==> config.mk <==
export PLATFORM = sky130hd
export DESIGN_NAME = sax_segment_ext
export DESIGN_NICKNAME = d
export VERILOG_FILES = /design/src/sax_segment_ext.v
export VERILOG_INCLUDE_DIRS = /design/src /design/src/src
export SDC_FILE = /design/constraint.sdc
export NUM_CORES = 1
export LEC_CHECK = 0
export ABC_AREA = 0
export BUFFER_PORTS_ARGS = -buffer_cell sky130_fd_sc_hd__buf_2
export CAP_MARGIN = 5
export CORE_ASPECT_RATIO = 0.75
export CORE_UTILIZATION = 50
export CTS_CLUSTER_DIAMETER = 120
export CTS_CLUSTER_SIZE = 28
export DETAILED_ROUTE_END_ITERATION = 10
export GPL_TIMING_DRIVEN = 1
export PLACE_DENSITY = 0.92
export SETUP_SLACK_MARGIN = 0.05
export SYNTH_ARGS = -nofsm -noshare
export SYNTH_HDL_FRONTEND = slang
export SYNTH_SLANG_ARGS = --single-unit
==> constraint.sdc <==
create_clock -name clk_sys_i -period 3.89 [get_ports clk_sys_i]
set_clock_uncertainty 0.05 [all_clocks]
set_input_delay 0.389 -clock clk_sys_i [delete_from_list [all_inputs] [get_ports clk_sys_i]]
set_output_delay 0.389 -clock clk_sys_i [all_outputs]
set_load 0.05 [all_outputs]
==> src/sax_consts.vh <==
// Constants for the segment address extension block
`ifndef SAX_CONSTS_VH
`define SAX_CONSTS_VH
`define SAX_OFF_CODE_SEG    8'hf4
`define SAX_OFF_EXT_MODE2   8'hf6
`define SAX_OFF_INT_SEG     8'hf8
`define SAX_OFF_DMA_SEG     8'hf9
`define SAX_OFF_PORT0       8'he0
`define SAX_OFF_PAGE0       8'hf0
`define SAX_BIT_RELOCATE    5
`define SAX_BIT_SAVE_CS     6
`define SAX_SEG_W           6
`define SAX_CS_RESET        6'h00
`define SAX_EXTENDED_MODE_REG2_RESET      8'h00
`define SAX_VEC_RESET       16'h0000
`define SAX_VEC_DIVZERO     16'h0002
`define SAX_VEC_TOPLEVEL    16'h0004
`define SAX_FRAME_PCL       3'h0
`define SAX_FRAME_PCH       3'h1
`define SAX_FRAME_CS        3'h2
`define SAX_FRAME_FLAGS     3'h3
`define SAX_FRAME_NONE      3'h4
`endif

==> src/sax_segment_ext.v <==
// Segment address extension: segment registers and physical address select
// Notes on behaviour
// RQ1: Interrupt service uses interrupt segment bits.
// RQ2: DMA with select clear uses interrupt segment.
// RQ3: DMA with select set uses DMA segment.
// RQ4: Software keeps top two bits at reset.
// RQ5: Software never writes code segment normally.
// RQ6: Code segment writable only when unused.
// RQ7: Far jump, call, return load code segment.
// RQ8: Relocate bit swaps page and port registers.
// RQ9: Mode clear: interrupt segment replaces code segment.
// RQ10: Mode set: push code segment, then load.
// RQ11: Mode set: interrupt return restores code segment.
// RQ12: Data mapping independent of save mode.
// RQ13: Vector table in first 256 bytes.
// RQ14: Reset vector at physical bytes zero, one.
// RQ15: Top-level vector at offsets four, five.
// RQ16: Shared vector: base high, hardware low bits.
// RQ17: Divide trap vectors at two, three.
// RQ18: Divide trap pushes no flags.
// RQ19: Eight external channels plus one top level.
// RQ20: Address is segment concatenated with virtual.
// RQ21: Code segment resets to zero.
// RQ22: Code segment pushed between PC and flags.
// RQ23: Interrupt and DMA segments reset undefined.
`include "sax_consts.vh"
module sax_segment_ext
#(
  parameter VEC_LOW_W  = 3,
  parameter NUM_EXT_CH = 8
)
(
  // Clock and reset
  input  wire                  clk_sys_i,
  input  wire                  rst_i,
  // Register file port
  input  wire                  reg_wr_i,
  input  wire [7:0]            reg_addr_i,
  input  wire [7:0]            reg_wdata_i,
  input  wire                  reg_page21_i,
  output reg  [7:0]            reg_rdata_o,
  // Register relocation
  input  wire [7:0]            map_addr_i,
  output wire                  map_is_page_reg_o,
  output wire [7:0]            map_addr_o,
  // Core sequencer
  input  wire                  fetch_i,
  input  wire                  int_active_i,
  input  wire                  int_entry_i,
  input  wire                  int_return_i,
  input  wire                  far_load_i,
  input  wire [5:0]            far_seg_i,
  input  wire                  pop_cs_i,
  input  wire [5:0]            pop_data_i,
  input  wire [15:0]           virt_addr_i,
  // DMA controller
  input  wire                  dma_active_i,
  input  wire                  dma_segment_select_i,
  // Vector generation
  input  wire                  vec_reset_i,
  input  wire                  vec_divzero_i,
  input  wire                  vec_toplevel_i,
  input  wire                  vec_channel_i,
  input  wire [7:0]            vector_base_reg_i,
  input  wire [VEC_LOW_W-1:0]  vec_low_i,
  input  wire [NUM_EXT_CH-1:0] ext_int_i,
  input  wire                  top_level_i,
  output wire                  int_request_o,
  output wire                  divzero_push_flags_o,
  // Stack frame and address outputs
  output reg  [2:0]            frame_next_o,
  output wire [5:0]            push_cs_o,
  output reg  [21:0]           phys_addr_o,
  output wire                  save_code_segment_mode_o,
  output wire                  page_reg_relocate_o
);

  reg  [5:0] code_segment_reg;
  reg  [5:0] code_segment_next;
  reg  [7:0] interrupt_segment_reg;
  reg  [7:0] dma_segment_reg;
  reg  [7:0] extended_mode_reg2_reg;
  reg  [NUM_EXT_CH-1:0] irq_sync1_reg;
  reg  [NUM_EXT_CH-1:0] irq_sync2_reg;
  reg        tl_sync1_reg;
  reg        tl_sync2_reg;
  reg  [5:0] seg_sel;
  reg  [15:0] off_sel;
  wire       save_cs;
  wire       relocate;
  reg  [7:0] rdata_next;
  wire       wr_code_seg;
  wire       wr_ext_mode2;
  wire       wr_int_seg;
  wire       wr_dma_seg;
  wire       cs_write_ok;
  wire       in_port_quad;
  wire       in_page_quad;

  function [21:0] sax_join;
    input [5:0]  seg;
    input [15:0] off;
    begin
      sax_join = {seg, off}; // RQ20
    end
  endfunction

  // Register write strobe decode
  function sax_hit;
    input       wr;
    input       page;
    input [7:0] addr;
    input [7:0] off;
    begin
      sax_hit = wr && page && (addr == off);
    end
  endfunction

  // Four-register window decode
  function sax_quad;
    input [7:0] addr;
    input [7:0] base;
    begin
      sax_quad = (addr[7:2] == base[7:2]);
    end
  endfunction

  // Move a register number into another four-register window
  function [7:0] sax_swap;
    input [7:0] addr;
    input [7:0] base;
    begin
      sax_swap = {base[7:2], addr[1:0]};
    end
  endfunction

  // Two-byte vector slot: fixed even offset plus byte select
  function [15:0] sax_vec_off;
    input [15:0] slot;
    input        byte_sel;
    begin
      sax_vec_off = {slot[15:1], byte_sel};
    end
  endfunction

  assign save_cs  = extended_mode_reg2_reg[`SAX_BIT_SAVE_CS];
  assign relocate = extended_mode_reg2_reg[`SAX_BIT_RELOCATE];
  assign save_code_segment_mode_o = save_cs;
  assign page_reg_relocate_o      = relocate;
  assign push_cs_o = code_segment_reg;
  assign divzero_push_flags_o = 1'b0; // RQ18

  // Register write decode
  assign wr_code_seg  = sax_hit(reg_wr_i, reg_page21_i, reg_addr_i, `SAX_OFF_CODE_SEG);
  assign wr_ext_mode2 = sax_hit(reg_wr_i, reg_page21_i, reg_addr_i, `SAX_OFF_EXT_MODE2);
  assign wr_int_seg   = sax_hit(reg_wr_i, reg_page21_i, reg_addr_i, `SAX_OFF_INT_SEG);
  assign wr_dma_seg   = sax_hit(reg_wr_i, reg_page21_i, reg_addr_i, `SAX_OFF_DMA_SEG);
  assign cs_write_ok  = int_active_i && !save_cs; // RQ6
  assign in_port_quad = sax_quad(map_addr_i, `SAX_OFF_PORT0);
  assign in_page_quad = sax_quad(map_addr_i, `SAX_OFF_PAGE0);

  // Page register swap with port data registers
  assign map_is_page_reg_o = relocate ? in_port_quad : in_page_quad; // RQ8
  assign map_addr_o = !relocate   ? map_addr_i :
                      in_port_quad ? sax_swap(map_addr_i, `SAX_OFF_PAGE0) :
                      in_page_quad ? sax_swap(map_addr_i, `SAX_OFF_PORT0) :
                      map_addr_i; // RQ8

  // External channel synchroniser
  always @(posedge clk_sys_i)
  begin
    irq_sync1_reg <= ext_int_i;
    irq_sync2_reg <= irq_sync1_reg;
  end

  // Top-level channel synchroniser
  always @(posedge clk_sys_i)
  begin
    tl_sync1_reg <= top_level_i;
    tl_sync2_reg <= tl_sync1_reg;
  end
  assign int_request_o = (|irq_sync2_reg) | tl_sync2_reg; // RQ19

  // Code segment next value
  always @*
  begin
    code_segment_next = code_segment_reg;
    if (wr_code_seg && cs_write_ok)
      code_segment_next = reg_wdata_i[5:0]; // RQ6
    if (far_load_i)
      code_segment_next = far_seg_i; // RQ7
    if (int_entry_i && save_cs)
      code_segment_next = interrupt_segment_reg[5:0]; // RQ10
    if (int_return_i && save_cs && pop_cs_i)
      code_segment_next = pop_data_i; // RQ11
  end

  always @(posedge clk_sys_i)
  begin
    if (rst_i)
      code_segment_reg <= `SAX_CS_RESET; // RQ21
    else
      code_segment_reg <= code_segment_next;
  end

  // Mode bits for code segment save and page relocation
  always @(posedge clk_sys_i)
  begin
    if (rst_i)
      extended_mode_reg2_reg <= `SAX_EXTENDED_MODE_REG2_RESET;
    else if (wr_ext_mode2)
      extended_mode_reg2_reg <= reg_wdata_i;
  end

  // Segment registers with no reset value
  always @(posedge clk_sys_i)
  begin
    if (wr_int_seg)
      interrupt_segment_reg <= reg_wdata_i; // RQ23
    if (wr_dma_seg)
      dma_segment_reg <= reg_wdata_i; // RQ23
  end

  // Register readback select
  always @*
  begin
    rdata_next = 8'h00;
    if (reg_page21_i)
    begin
      case (reg_addr_i)
        `SAX_OFF_CODE_SEG:  rdata_next = {2'b00, code_segment_reg};
        `SAX_OFF_EXT_MODE2: rdata_next = extended_mode_reg2_reg;
        `SAX_OFF_INT_SEG:   rdata_next = interrupt_segment_reg;
        `SAX_OFF_DMA_SEG:   rdata_next = dma_segment_reg;
        default:            rdata_next = 8'h00;
      endcase
    end
  end

  // Readback register, one cycle after the address
  always @(posedge clk_sys_i)
  begin
    if (rst_i)
      reg_rdata_o <= 8'h00;
    else
      reg_rdata_o <= rdata_next;
  end

  // Interrupt stack frame order
  always @*
  begin
    frame_next_o = `SAX_FRAME_NONE;
    if (int_entry_i)
    begin
      if (save_cs)
        frame_next_o = `SAX_FRAME_CS; // RQ22
      else
        frame_next_o = `SAX_FRAME_FLAGS; // RQ22
    end
  end

  // Segment and offset selection
  always @*
  begin
    seg_sel = code_segment_reg;
    off_sel = virt_addr_i;
    if (dma_active_i)
    begin
      if (dma_segment_select_i)
        seg_sel = dma_segment_reg[5:0]; // RQ3
      else
        seg_sel = interrupt_segment_reg[5:0]; // RQ2
    end
    else if (vec_reset_i)
    begin
      seg_sel = `SAX_CS_RESET;
      off_sel = sax_vec_off(`SAX_VEC_RESET, virt_addr_i[0]); // RQ14
    end
    else if (vec_divzero_i)
      off_sel = sax_vec_off(`SAX_VEC_DIVZERO, virt_addr_i[0]); // RQ17
    else if (vec_toplevel_i)
    begin
      seg_sel = interrupt_segment_reg[5:0];
      off_sel = sax_vec_off(`SAX_VEC_TOPLEVEL, virt_addr_i[0]); // RQ15
    end
    else if (vec_channel_i)
    begin
      seg_sel = interrupt_segment_reg[5:0]; // RQ13
      off_sel = {8'h00, vector_base_reg_i[7:VEC_LOW_W], vec_low_i}; // RQ16
    end
    else if (fetch_i && int_active_i && !save_cs)
      seg_sel = interrupt_segment_reg[5:0]; // RQ1 RQ9
  end

  // Data accesses keep normal paging, unaffected by save mode
  always @(posedge clk_sys_i)
  begin
    if (rst_i)
      phys_addr_o <= 22'h000000;
    else
      phys_addr_o <= sax_join(seg_sel, off_sel); // RQ12 RQ20
  end

endmodule // sax_segment_ext

After elaboration in Yosys (flattened, before gate mapping)
Cells that the tools add are included.
{ "totals": {"output_inout_bits": 52, "wordCells": 57, "rom_bits": 0, "latch_bits": 0, "mem_bits_rw": 0, "n_memories": 0, "regBits": 78, "inputBits": 88} }
{ "classes": {"reduce_logical": 16, "bitwise": 2, "n_mul": 0, "div_mod_pow": 0, "n_lt_le_gt_ge": 0, "shift": 0, "add_sub_neg": 0, "eq_ne": 6, "n_mux": 23} }
{ "op_table": {"columns": ["operator", "count"], "rows": [
  ["$mux W16", 5],
  ["$mux W6", 11],
  ["$eq A8 B8 Y1 const B", 4],
  ["$pmux W8 S4", 1],
  ["$mux W8", 3],
  ["$eq A6 B6 Y1 const B", 2],
  ["$logic_and A1 B1 Y1", 12],
  ["$reduce_or A8 Y1", 1],
  ["$reduce_bool A4 Y1", 1],
  ["$mux W3", 1],
  ["$mux W1", 2],
  ["$reduce_or A2 Y1", 1],
  ["$logic_not A1 Y1", 1],
  ["$not A1 Y1", 1],
  ["$or A1 B1 Y1", 1]
]} }

Logic depth before layout (Yosys ltp)
Gate-level depths: netlist of run 1.
{ "logic_depth": {"depth_word": 8, "depth_mapped": 6, "mapped_depth_nobuf": 4} }

Worst setup path before layout of run 1
Ideal clock, no wire load.
{ "synth_path": {"path_kind": "register to output", "startpoint": "register extended_mode_reg2_reg[5]", "endpoint": "output map_addr_o[4]", "t_required_ns": 3.451, "path_buffers": 0, "path_slack_ns": 1.756, "t_arrival_ns": 1.695, "path_stages_with_launch": 3, "cell_sequence": "dfxtp_1 > nand3_1 > xnor2_1"} }
{ "synth_between": {"elab_chain_len": 1} }
{ "synth_rtl": {"columns": ["item", "line_no", "source"], "rows": [
  ["start: declaration", "sax_segment_ext.v:82", "reg [7:0] extended_mode_reg2_reg;"],
  ["start signal: assignment", "sax_segment_ext.v:210", "extended_mode_reg2_reg <= `SAX_EXTENDED_MODE_REG2_RESET;"],
  ["start signal: assignment", "sax_segment_ext.v:212", "extended_mode_reg2_reg <= reg_wdata_i;"],
  ["$mux W8", "sax_segment_ext.v:164", "assign map_addr_o = !relocate ? map_addr_i :"],
  ["end: declaration", "sax_segment_ext.v:45", "output wire [7:0] map_addr_o,"]
]} }
No other way between the ends.

Worst setup path in the final report of run 1
{ "layout_path": {"startpoint": "register extended_mode_reg2_reg[6]", "endpoint": "register code_segment_reg[3] (netlist: push_cs_o[3])"} }
{ "layout_between": {"elab_chain_len": 4, "elab_cells_between_ends": 9, "cone_classes": "mux (2); reduce/logical (7)"} }
{ "layout_rtl": {"columns": ["item", "line_no", "source"], "rows": [
  ["$logic_not A1 Y1", "sax_segment_ext.v:158", "assign cs_write_ok = int_active_i && !save_cs;"],
  ["$logic_and A1 B1 Y1", "sax_segment_ext.v:158", null],
  ["$logic_and A1 B1 Y1", "sax_segment_ext.v:188", "if (wr_code_seg && cs_write_ok)"],
  ["$reduce_bool A4 Y1 (no source line)", null, null],
  ["end signal: assignment", "sax_segment_ext.v:201", "code_segment_reg <= `SAX_CS_RESET;"],
  ["end signal: assignment", "sax_segment_ext.v:203", "code_segment_reg <= code_segment_next;"],
  ["end: declaration", "sax_segment_ext.v:78", "reg [5:0] code_segment_reg;"]
]} }
Several ways; a longest one is shown, not always the timed one.
A chain may end at the register's enable or synchronous reset.

==> results of run 1 <==
-- worst reg2reg max path: stages (launching register included) --
cell	delay, ps
dfxtp_1	640
nor2b_1	200
nand4_4	220
or3b_1	540
a221oi_2	310
-- worst max-delay path by stage --
stage | end | slack (ps) | cells past startpoint
floorplan | map_addr_o[4] | 1760 | 2
global placement | interrupt_segment_reg[0]$_DFFE_PP_ | 1880 | 4
detailed placement | interrupt_segment_reg[5]$_DFFE_PP_ | 1850 | 4
CTS | push_cs_o[3]$_SDFFE_PP0P_ | 1890 | 4
global route | push_cs_o[4]$_SDFFE_PP0P_ | 1770 | 4
finish | push_cs_o[3]$_SDFFE_PP0P_ | 1840 | 4
-- cell families after synthesis --
family                    after synthesis
xor gates and xnor gates                2
AOI/OAI and AO/OA                      50
and+or+nand+nor                        87
DFF                                    78
muxes                                  32
other                                   1
buffers and inverters                  29
-- power by group --
group / internal, mW / switching, mW / leakage, nW
Combinational: 0.0775 / 0.150 / 1.04
Clock: 0.239 / 0.305 / 0.0875
Sequential: 0.850 / 0.00993 / 0.656
-- per-layer routing --
layer / part of all wire / vias up / track usage / wire [µm]
li1: - / 1248 / - / -
met1: 0.44 / 1212 / 0.312 / 3260
met2: 0.46 / 124 / 0.363 / 3450
met3: 0.080 / 21 / 0.0677 / 601
met4: 0.024 / 0 / 0.116 / 178
met5: 0 / - / 0 / 0
-- synthesized netlist by cell type, types with 4 or more instances --
master     n  area share
a211oi_1   6       0.014
a21oi_1   12       0.019
a221oi_2   6       0.029
a222oi_1   6       0.019
a22o_1     6       0.017
and2_1     9       0.018
and3_1     4      0.0080
and3b_1    7       0.020
buf_1      5      0.0060
buf_2      4      0.0064
buf_4      6       0.014
clkbuf_1   7      0.0084
dfxtp_1   62        0.40
edfxtp_1  16        0.15
mux2i_1   32        0.10
nand2_1    5      0.0060
nor2_1    29       0.035
nor3_1    11       0.018
o22ai_1    6       0.012
-- layout make-up --
cell class | instances | area (µm²)
fillers | 505 | 2030
clock buffers | 9 | 124
multi-input cells | 172 | 1250
inverters | 3 | 11.3
well taps | 78 | 97.6
clock inverters | 7 | 53.8
flip-flops and latches | 78 | 1720
repair buffers | 131 | 656
==> metrics, run 1 <==
distinct cell type count after synthesis 45; Power Total 1.63 mW; number of buffers added by the clock tree synthesis step 9; multiplexer fraction of the synthesized cell area 0.102; worst setup path startpoint extended_mode_reg2_reg[6]$_SDFFE_PP0P_; count of input and output buffers 131; number of global-route vias before repair roughly 2600; slew at the pin with the worst max-slew slack 742 ps; first-pass GRT wire length approximately 12000 µm; Compound-Gate Fraction of Synth Area 0.129; number of cells on the worst reg-to-reg path 4; floorplan die width about 93 µm; CP startpoint kind flip-flop; commonest non-fill, non-tap cell in the layout buf_2; series of cell instances along the critical path nor2b_1, nand4_4, or3b_1, a221oi_2; count of cells resized by post-cts repair 0; worst hold stages 1; total setup violations reported at the end of the flow 0; Clock Latency Late Sink ~350 ps; detailed-route wire length per cell between 15 and 20 µm; share of final-layout standard cells stronger than drive strength 1 0.405; post-route antenna net violation count 0; placement row count 24; antenna violations before repair 0; routed wire length 7480 µm; Avg Synthesized Cell Area 11.2 µm²; final non-filler cell total 478; finished layout cell area 0.00392 mm²; total negative slack 0 ps; crit path max-delay cell type dfxtp_1; type of destination of the critical path flip-flop; Synth Cell Area 0.00314 mm²; clock tree buffer depth 2; Final Util 0.659; cell count after placement between 400 and 500; dominant delay contributor by cell family on the critical path simple AND/OR/NAND/NOR gates; Iteration-0 DRC Markers between 150 and 200; total setup buffers inserted after CTS 0; CTS tree built; CTS Hold Buffers Added 0; final critical-path required period 2050 ps; total DRC errors in the routed layout 0; portion of the post-synthesis area used by sequential elements 0.549; master cell of the clock root buffer clkbuf_8; Hold WS 93.5 ps; via density per instance 5.45; nets in the synthesized netlist 367; arrival time worst endpoint between 2000 and 2500 ps; endpoints failing hold 0; CP peak stage delay 640 ps; Power per Cell Area a little over 400 mW/mm²; number of sinks handled by clock tree synthesis roughly 80; half-perimeter wire length after placement 5620 µm; leakage power summed over all cells roughly 1.8 nW; Total Routing Usage GR 0.238; Period Utilization, post-route 0.527; MaxCap Viol Count 0; pin count of the biggest net entering global routing 23; dominant combinational cell family by area after synthesis simple AND/OR/NAND/NOR gates; core outline area 0.00595 mm²; post-place instance area about 0.0037 mm²; run status completed; DR pass1 iterations 5; fmax 488 MHz; hold path startpoint ext_int_i[1]; layout net count 483; commonest cells after routing, fill and taps aside 131 x buf_2, 62 x dfxtp_1, 32 x mux2i_1; full die area 0.00660 mm²; unrepaired setup endpoints after global routing no; maximum level of the CTS H-tree 3; I/O pin cnt 140; Synth Register Bits 78; setup slack on the worst flop-to-flop path 1840 ps; final estimated routing congestion in global placement 0.868; Buf/Inv on CP 0; share of synthesized flip-flops with an asynchronous set or reset 0; final critical-path setup slack 1840 ps; Peak VDD IR approximately 230 µV; normalized max-slew margin 0.504; required time worst endpoint ~4100 ps; warnings from Yosys 0; clock-pin slew of the registers on the worst-case setup and hold paths 80 ps; worst slack, placed 1850 ps; area growth from synthesis to final layout 24.9%; height of the die between 70 and 80 µm; most used flip-flop cell after synthesis dfxtp_1; count of final max-slew check failures 0; top fanout value on the critical path 15; max FFs per register 22; number of instances in the synthesized netlist 279; xor and xnor area share after synthesis 0.00558; simple-gate portion of the synthesized area 0.162; initial cell density of the core 0.528; aggregate global routing overflow 0; Post-synth EDFFs 16; Biggest register phys_addr_o; startpoint of the worst register-to-register path extended_mode_reg2_reg[6]$_SDFFE_PP0P_; arithmetic-cell share of the synthesized area counting full adders, half adders and majority gates 0; Min-Delay Path Class input port to flip-flop; n_diodes 0; endpoint of the most critical register-to-register path push_cs_o[3]$_SDFFE_PP0P_; Endpoint, Worst Hold irq_sync1_reg[1]$_DFF_P_; via total after detailed routing 2605; Worst Path Class, Setup flip-flop to flip-flop
No activity file was read; power rests on OpenSTA's default activity.
==> run 2, diff against run 1 <==
- CORE_UTILIZATION: 50 -> 47
- PLACE_DENSITY: 0.92 -> 0.88
- clock period: 3.89 -> 1.9 ns (I/O delays scaled with it)
==> metrics, run 2 (synthesis results as in run 1) <==
number of global-route vias before repair 2524; normalized max-slew margin 0.659; top fanout value on the critical path 9; total setup violations reported at the end of the flow 0; height of the die 72.8 µm; leakage power summed over all cells 1.90 nW; register cell area after layout roughly 0.0017 mm²; endpoints failing hold 0; fmax between 500 and 600 MHz; final estimated routing congestion in global placement 0.882; count of cells resized by post-cts repair 0; post-route antenna net violation count 0; n_diodes 0; Period Utilization, post-route 0.897; half-perimeter wire length after placement 5920 µm; detailed-route wire length per cell 15.8 µm; first-pass GRT wire length around 12000 µm; crit path max-delay cell type or3b_1; worst slack, placed 233 ps; run status completed; final critical-path setup slack 196 ps; initial cell density of the core 0.492; total DRC errors in the routed layout 0; I/O pin cnt 140; Min-Delay Path Class input port to flip-flop; CP startpoint kind flip-flop; grt peak-use layer met2; via total after detailed routing around 2700; final critical-path required period 1700 ps; count of final max-slew check failures 0; unrepaired setup endpoints after global routing no; area growth from synthesis to final layout 32.7%; met1 usage in global routing 0.289; required time worst endpoint 2120 ps; clock tree buffer depth 2; via density per instance around 5.3; Iteration-0 DRC Markers between 150 and 200; MaxCap Viol Count 0; number of buffers added by the clock tree synthesis step 9; Worst Path Class, Setup flip-flop to flip-flop; slew at the pin with the worst max-slew slack between 500 and 600 ps; filler cell count roughly 520; max FFs per register 22; Buf/Inv on CP 0; number of sinks handled by clock tree synthesis 78; count of input and output buffers 131; Hold WS ~7.9 ps; Clock Latency Late Sink 360 ps; dominant delay contributor by cell family on the critical path simple AND/OR/NAND/NOR gates; antenna violations before repair 0; CTS tree built; Total Routing Usage GR 0.234; clock-pin slew of the registers on the worst-case setup and hold paths around 80 ps; series of cell instances along the critical path nor2b_1, nand4_4, or3b_1, a221oi_2; pin count of the biggest net entering global routing 23; placement row count 25; floorplan die width 96.3 µm; DR pass1 iterations 4; commonest non-fill, non-tap cell in the layout buf_2; master cell of the clock root buffer clkbuf_8; aggregate global routing overflow 0; met3 Use GR 0.0771; layout net count 508; total negative slack 0 ps; share of final-layout standard cells stronger than drive strength 1 0.400; Peak VDD IR between 300 and 400 µV; core outline area 0.00638 mm²; maximum level of the CTS H-tree 3; area of the multi-input gates 0.00126 mm²; CP peak stage delay ~520 ps; full die area 0.00701 mm²; met2 Use GR 0.381; Power per Cell Area approximately 800 mW/mm²; routed wire length about 8000 µm; arrival time worst endpoint 1920 ps; type of destination of the critical path flip-flop; Biggest register phys_addr_o; commonest cells after routing, fill and taps aside 131 x buf_2, 62 x dfxtp_1, 32 x mux2i_1
run 2: final cells by class:
type	instances	share of cell area
clock buffer	9	0.0297
clock inverter	7	0.0132
inverter	3	0.00270
multi-input combinational	172	0.303
sequential	78	0.413
tap	81	0.0243
timing repair buffer	156	0.213
run 2: per-stage QoR:
| step | cell area [µm²] | util | power (mW) | instances |
|---|---|---|---|---|
| finish | 4160 | 0.653 | 3.37 | 506 |
| global route | 4160 | 0.653 | 3.51 | 506 |
| CTS | 4160 | 0.653 | 3.39 | 506 |
| detailed placement | 3800 | 0.596 | 2.27 | 472 |
| global placement | 3800 | 0.596 | 2.25 | 472 |
| floorplan | 3140 | - | 2.11 | 279 |
run 2: worst reg2reg max path: stages, from the launching register on:
cell      delay (ps)
dfxtp_1          510
nor2b_1          130
nand4_4          120
or3b_1           520
a221oi_2         290
run 2: what timing repair did:
| action | CTS | global route |
|---|---|---|
| hold endpoints to repair | 20 | 0 |
| hold buffers | 18 | 0 |
| setup buffers | 0 | 0 |
run 2: routing by layer:
layer  wire length [µm]  vias to the layer above
li1                   -                     1294
met3                643                       20
met4                155                        0
met5                  0                        -
met1               3480                     1240
met2               3730                      131
run 2: final timing paths:
check,startpoint,end,slack (ps),depth (start not counted)
setup / recovery,extended_mode_reg2_reg[6]$_SDFFE_PP0P_,push_cs_o[2]$_SDFFE_PP0P_,200,4
hold / removal,virt_addr_i[14],phys_addr_o[14]$_SDFF_PP0_,8,2
setup reg to reg,extended_mode_reg2_reg[6]$_SDFFE_PP0P_,push_cs_o[2]$_SDFFE_PP0P_,200,4
hold reg to reg,irq_sync1_reg[4]$_DFF_P_,irq_sync2_reg[4]$_DFF_P_,280,0
run 2: where the power goes:
| group | total [mW] | switching [mW] | internal, mW |
|---|---|---|---|
| logic | 0.500 | 0.315 | 0.185 |
| clock network | 1.11 | 0.621 | 0.488 |
| registers | 1.76 | 0.0248 | 1.74 |
| total | 3.37 | 0.961 | 2.41 |
==> run 3, diff against run 2 <==
- CORE_UTILIZATION: 47 -> 42
- MAX_ROUTING_LAYER: default -> met4
- PLACE_DENSITY: 0.88 -> 0.83
- clock period: 1.9 -> 1.55 ns (I/O delays scaled with it)
==> metrics, run 3 (synthesis results as in run 1) <==
via density per instance 5.18; post-route antenna net violation count 0; area of the multi-input gates between 0.001 and 0.0015 mm²; core outline area 0.00703 mm²; antenna violations before repair 1; count of final max-slew check failures 0; height of the die 76.8 µm; Biggest register phys_addr_o; routed wire length between 8000 and 9000 µm; clock tree buffer depth 2; layout net count 532; Clock Latency Late Sink 350 ps; Final Util 0.649; endpoints failing hold 0; Period Utilization, post-route 0.934; commonest non-fill, non-tap cell in the layout buf_2; CTS tree built; max FFs per register 22; first-pass GRT wire length 13800 µm; top fanout value on the critical path 15; area growth from synthesis to final layout 45.4%; half-perimeter wire length after placement 6250 µm; Power per Cell Area 989 mW/mm²; Iteration-0 DRC Markers 207; unrepaired setup endpoints after global routing no; pin count of the biggest net entering global routing 16; Power Total 4.51 mW; CP startpoint kind flip-flop; MaxCap Viol Count 0; placement row count 26; floorplan die width 102 µm; full die area 0.00782 mm²; share of final-layout standard cells stronger than drive strength 1 0.419; I/O pin cnt 140; total DRC errors in the routed layout 0; aggregate global routing overflow 0; filler cell count 554; Peak VDD IR 422 µV; total negative slack 0 ps; arrival time worst endpoint 1660 ps; via total after detailed routing 2838; number of sinks handled by clock tree synthesis 78; total setup violations reported at the end of the flow 0; type of destination of the critical path flip-flop; final critical-path required period 1450 ps; count of input and output buffers approximately 130; required time worst endpoint 1760 ps; fmax 691 MHz; number of global-route vias before repair 2900; DR pass1 iterations 4; master cell of the clock root buffer clkbuf_8; initial cell density of the core 0.446; Worst Path Class, Setup flip-flop to flip-flop; commonest cells after routing, fill and taps aside 128 x buf_2, 60 x dfxtp_1, 37 x dlygate4sd3_1; finished layout cell area 0.00456 mm²; Min-Delay Path Class input port to flip-flop; maximum level of the CTS H-tree 3; final estimated routing congestion in global placement around 0.9; run status completed; clock-pin slew of the registers on the worst-case setup and hold paths 80 ps; leakage power summed over all cells 2.04 nW; register cell area after layout 0.00173 mm²; number of buffers added by the clock tree synthesis step 9; post-place instance area about 0.0039 mm²; detailed-route wire length per cell approximately 16 µm; Total Routing Usage GR 0.239
run 3: path summary, 6_finish.rpt:
check	from	slack [ps]	cells past startpoint	end
worst max-delay path	extended_mode_reg2_reg[6]$_SDFFE_PP0P_	100	4	push_cs_o[3]$_SDFFE_PP0P_
worst min-delay path	virt_addr_i[1]	20	3	phys_addr_o[1]$_SDFF_PP0_
worst max register to register	extended_mode_reg2_reg[6]$_SDFFE_PP0P_	100	4	push_cs_o[3]$_SDFFE_PP0P_
worst min register to register	irq_sync1_reg[7]$_DFF_P_	280	0	irq_sync2_reg[7]$_DFF_P_
run 3: cell type report:
class / count / area share
antenna: 1 / 0.000549
clock buffer: 10 / 0.0326
clock inverter: 6 / 0.0165
inverter: 3 / 0.00247
multi-input combinational: 172 / 0.288
sequential: 78 / 0.379
tap: 98 / 0.0269
timing repair buffer: 180 / 0.253
run 3: metal layers:
| metal | vias up | part of all wire | global-route usage |
|---|---|---|---|
| met4 | 0 | 0.020 | 0.112 |
| li1 | 1343 | - | - |
| met5 | - | 0 | - |
| met3 | 23 | 0.080 | 0.0702 |
| met2 | 143 | 0.48 | 0.398 |
| met1 | 1329 | 0.42 | 0.261 |
run 3: repair_timing:
action / 4_1_cts / 5_1_grt
hold buffers: 37 / 0
resized for setup: 4 / 11
endpoints found under the setup margin: 5 / 11
buffers inserted: 0 / 1
endpoints found under the hold margin: 39 / 0
run 3: worst max-delay path, cell delays in order, from the launching register on:
cell and delay (ps):
dfxtp_4 440, nor2b_2 70, nand4_4 70, or3b_4 450, a221oi_2 280
run 3: through the flow:
step	hold slack [ps]	setup WS (ps)	instances
after detailed placement	209	24.6	493
after global routing	6.44	49.8	548
after global placement	208	69.9	493
after CTS	2.78	23.1	546
final	20.4	102	548
after floorplan	133	67.9	279
run 3: where the power goes:
part,total [mW],internal (mW),switching [mW]
logic,0.683,0.279,0.404
registers,2.16,2.13,0.0311
clock network,1.67,0.867,0.802
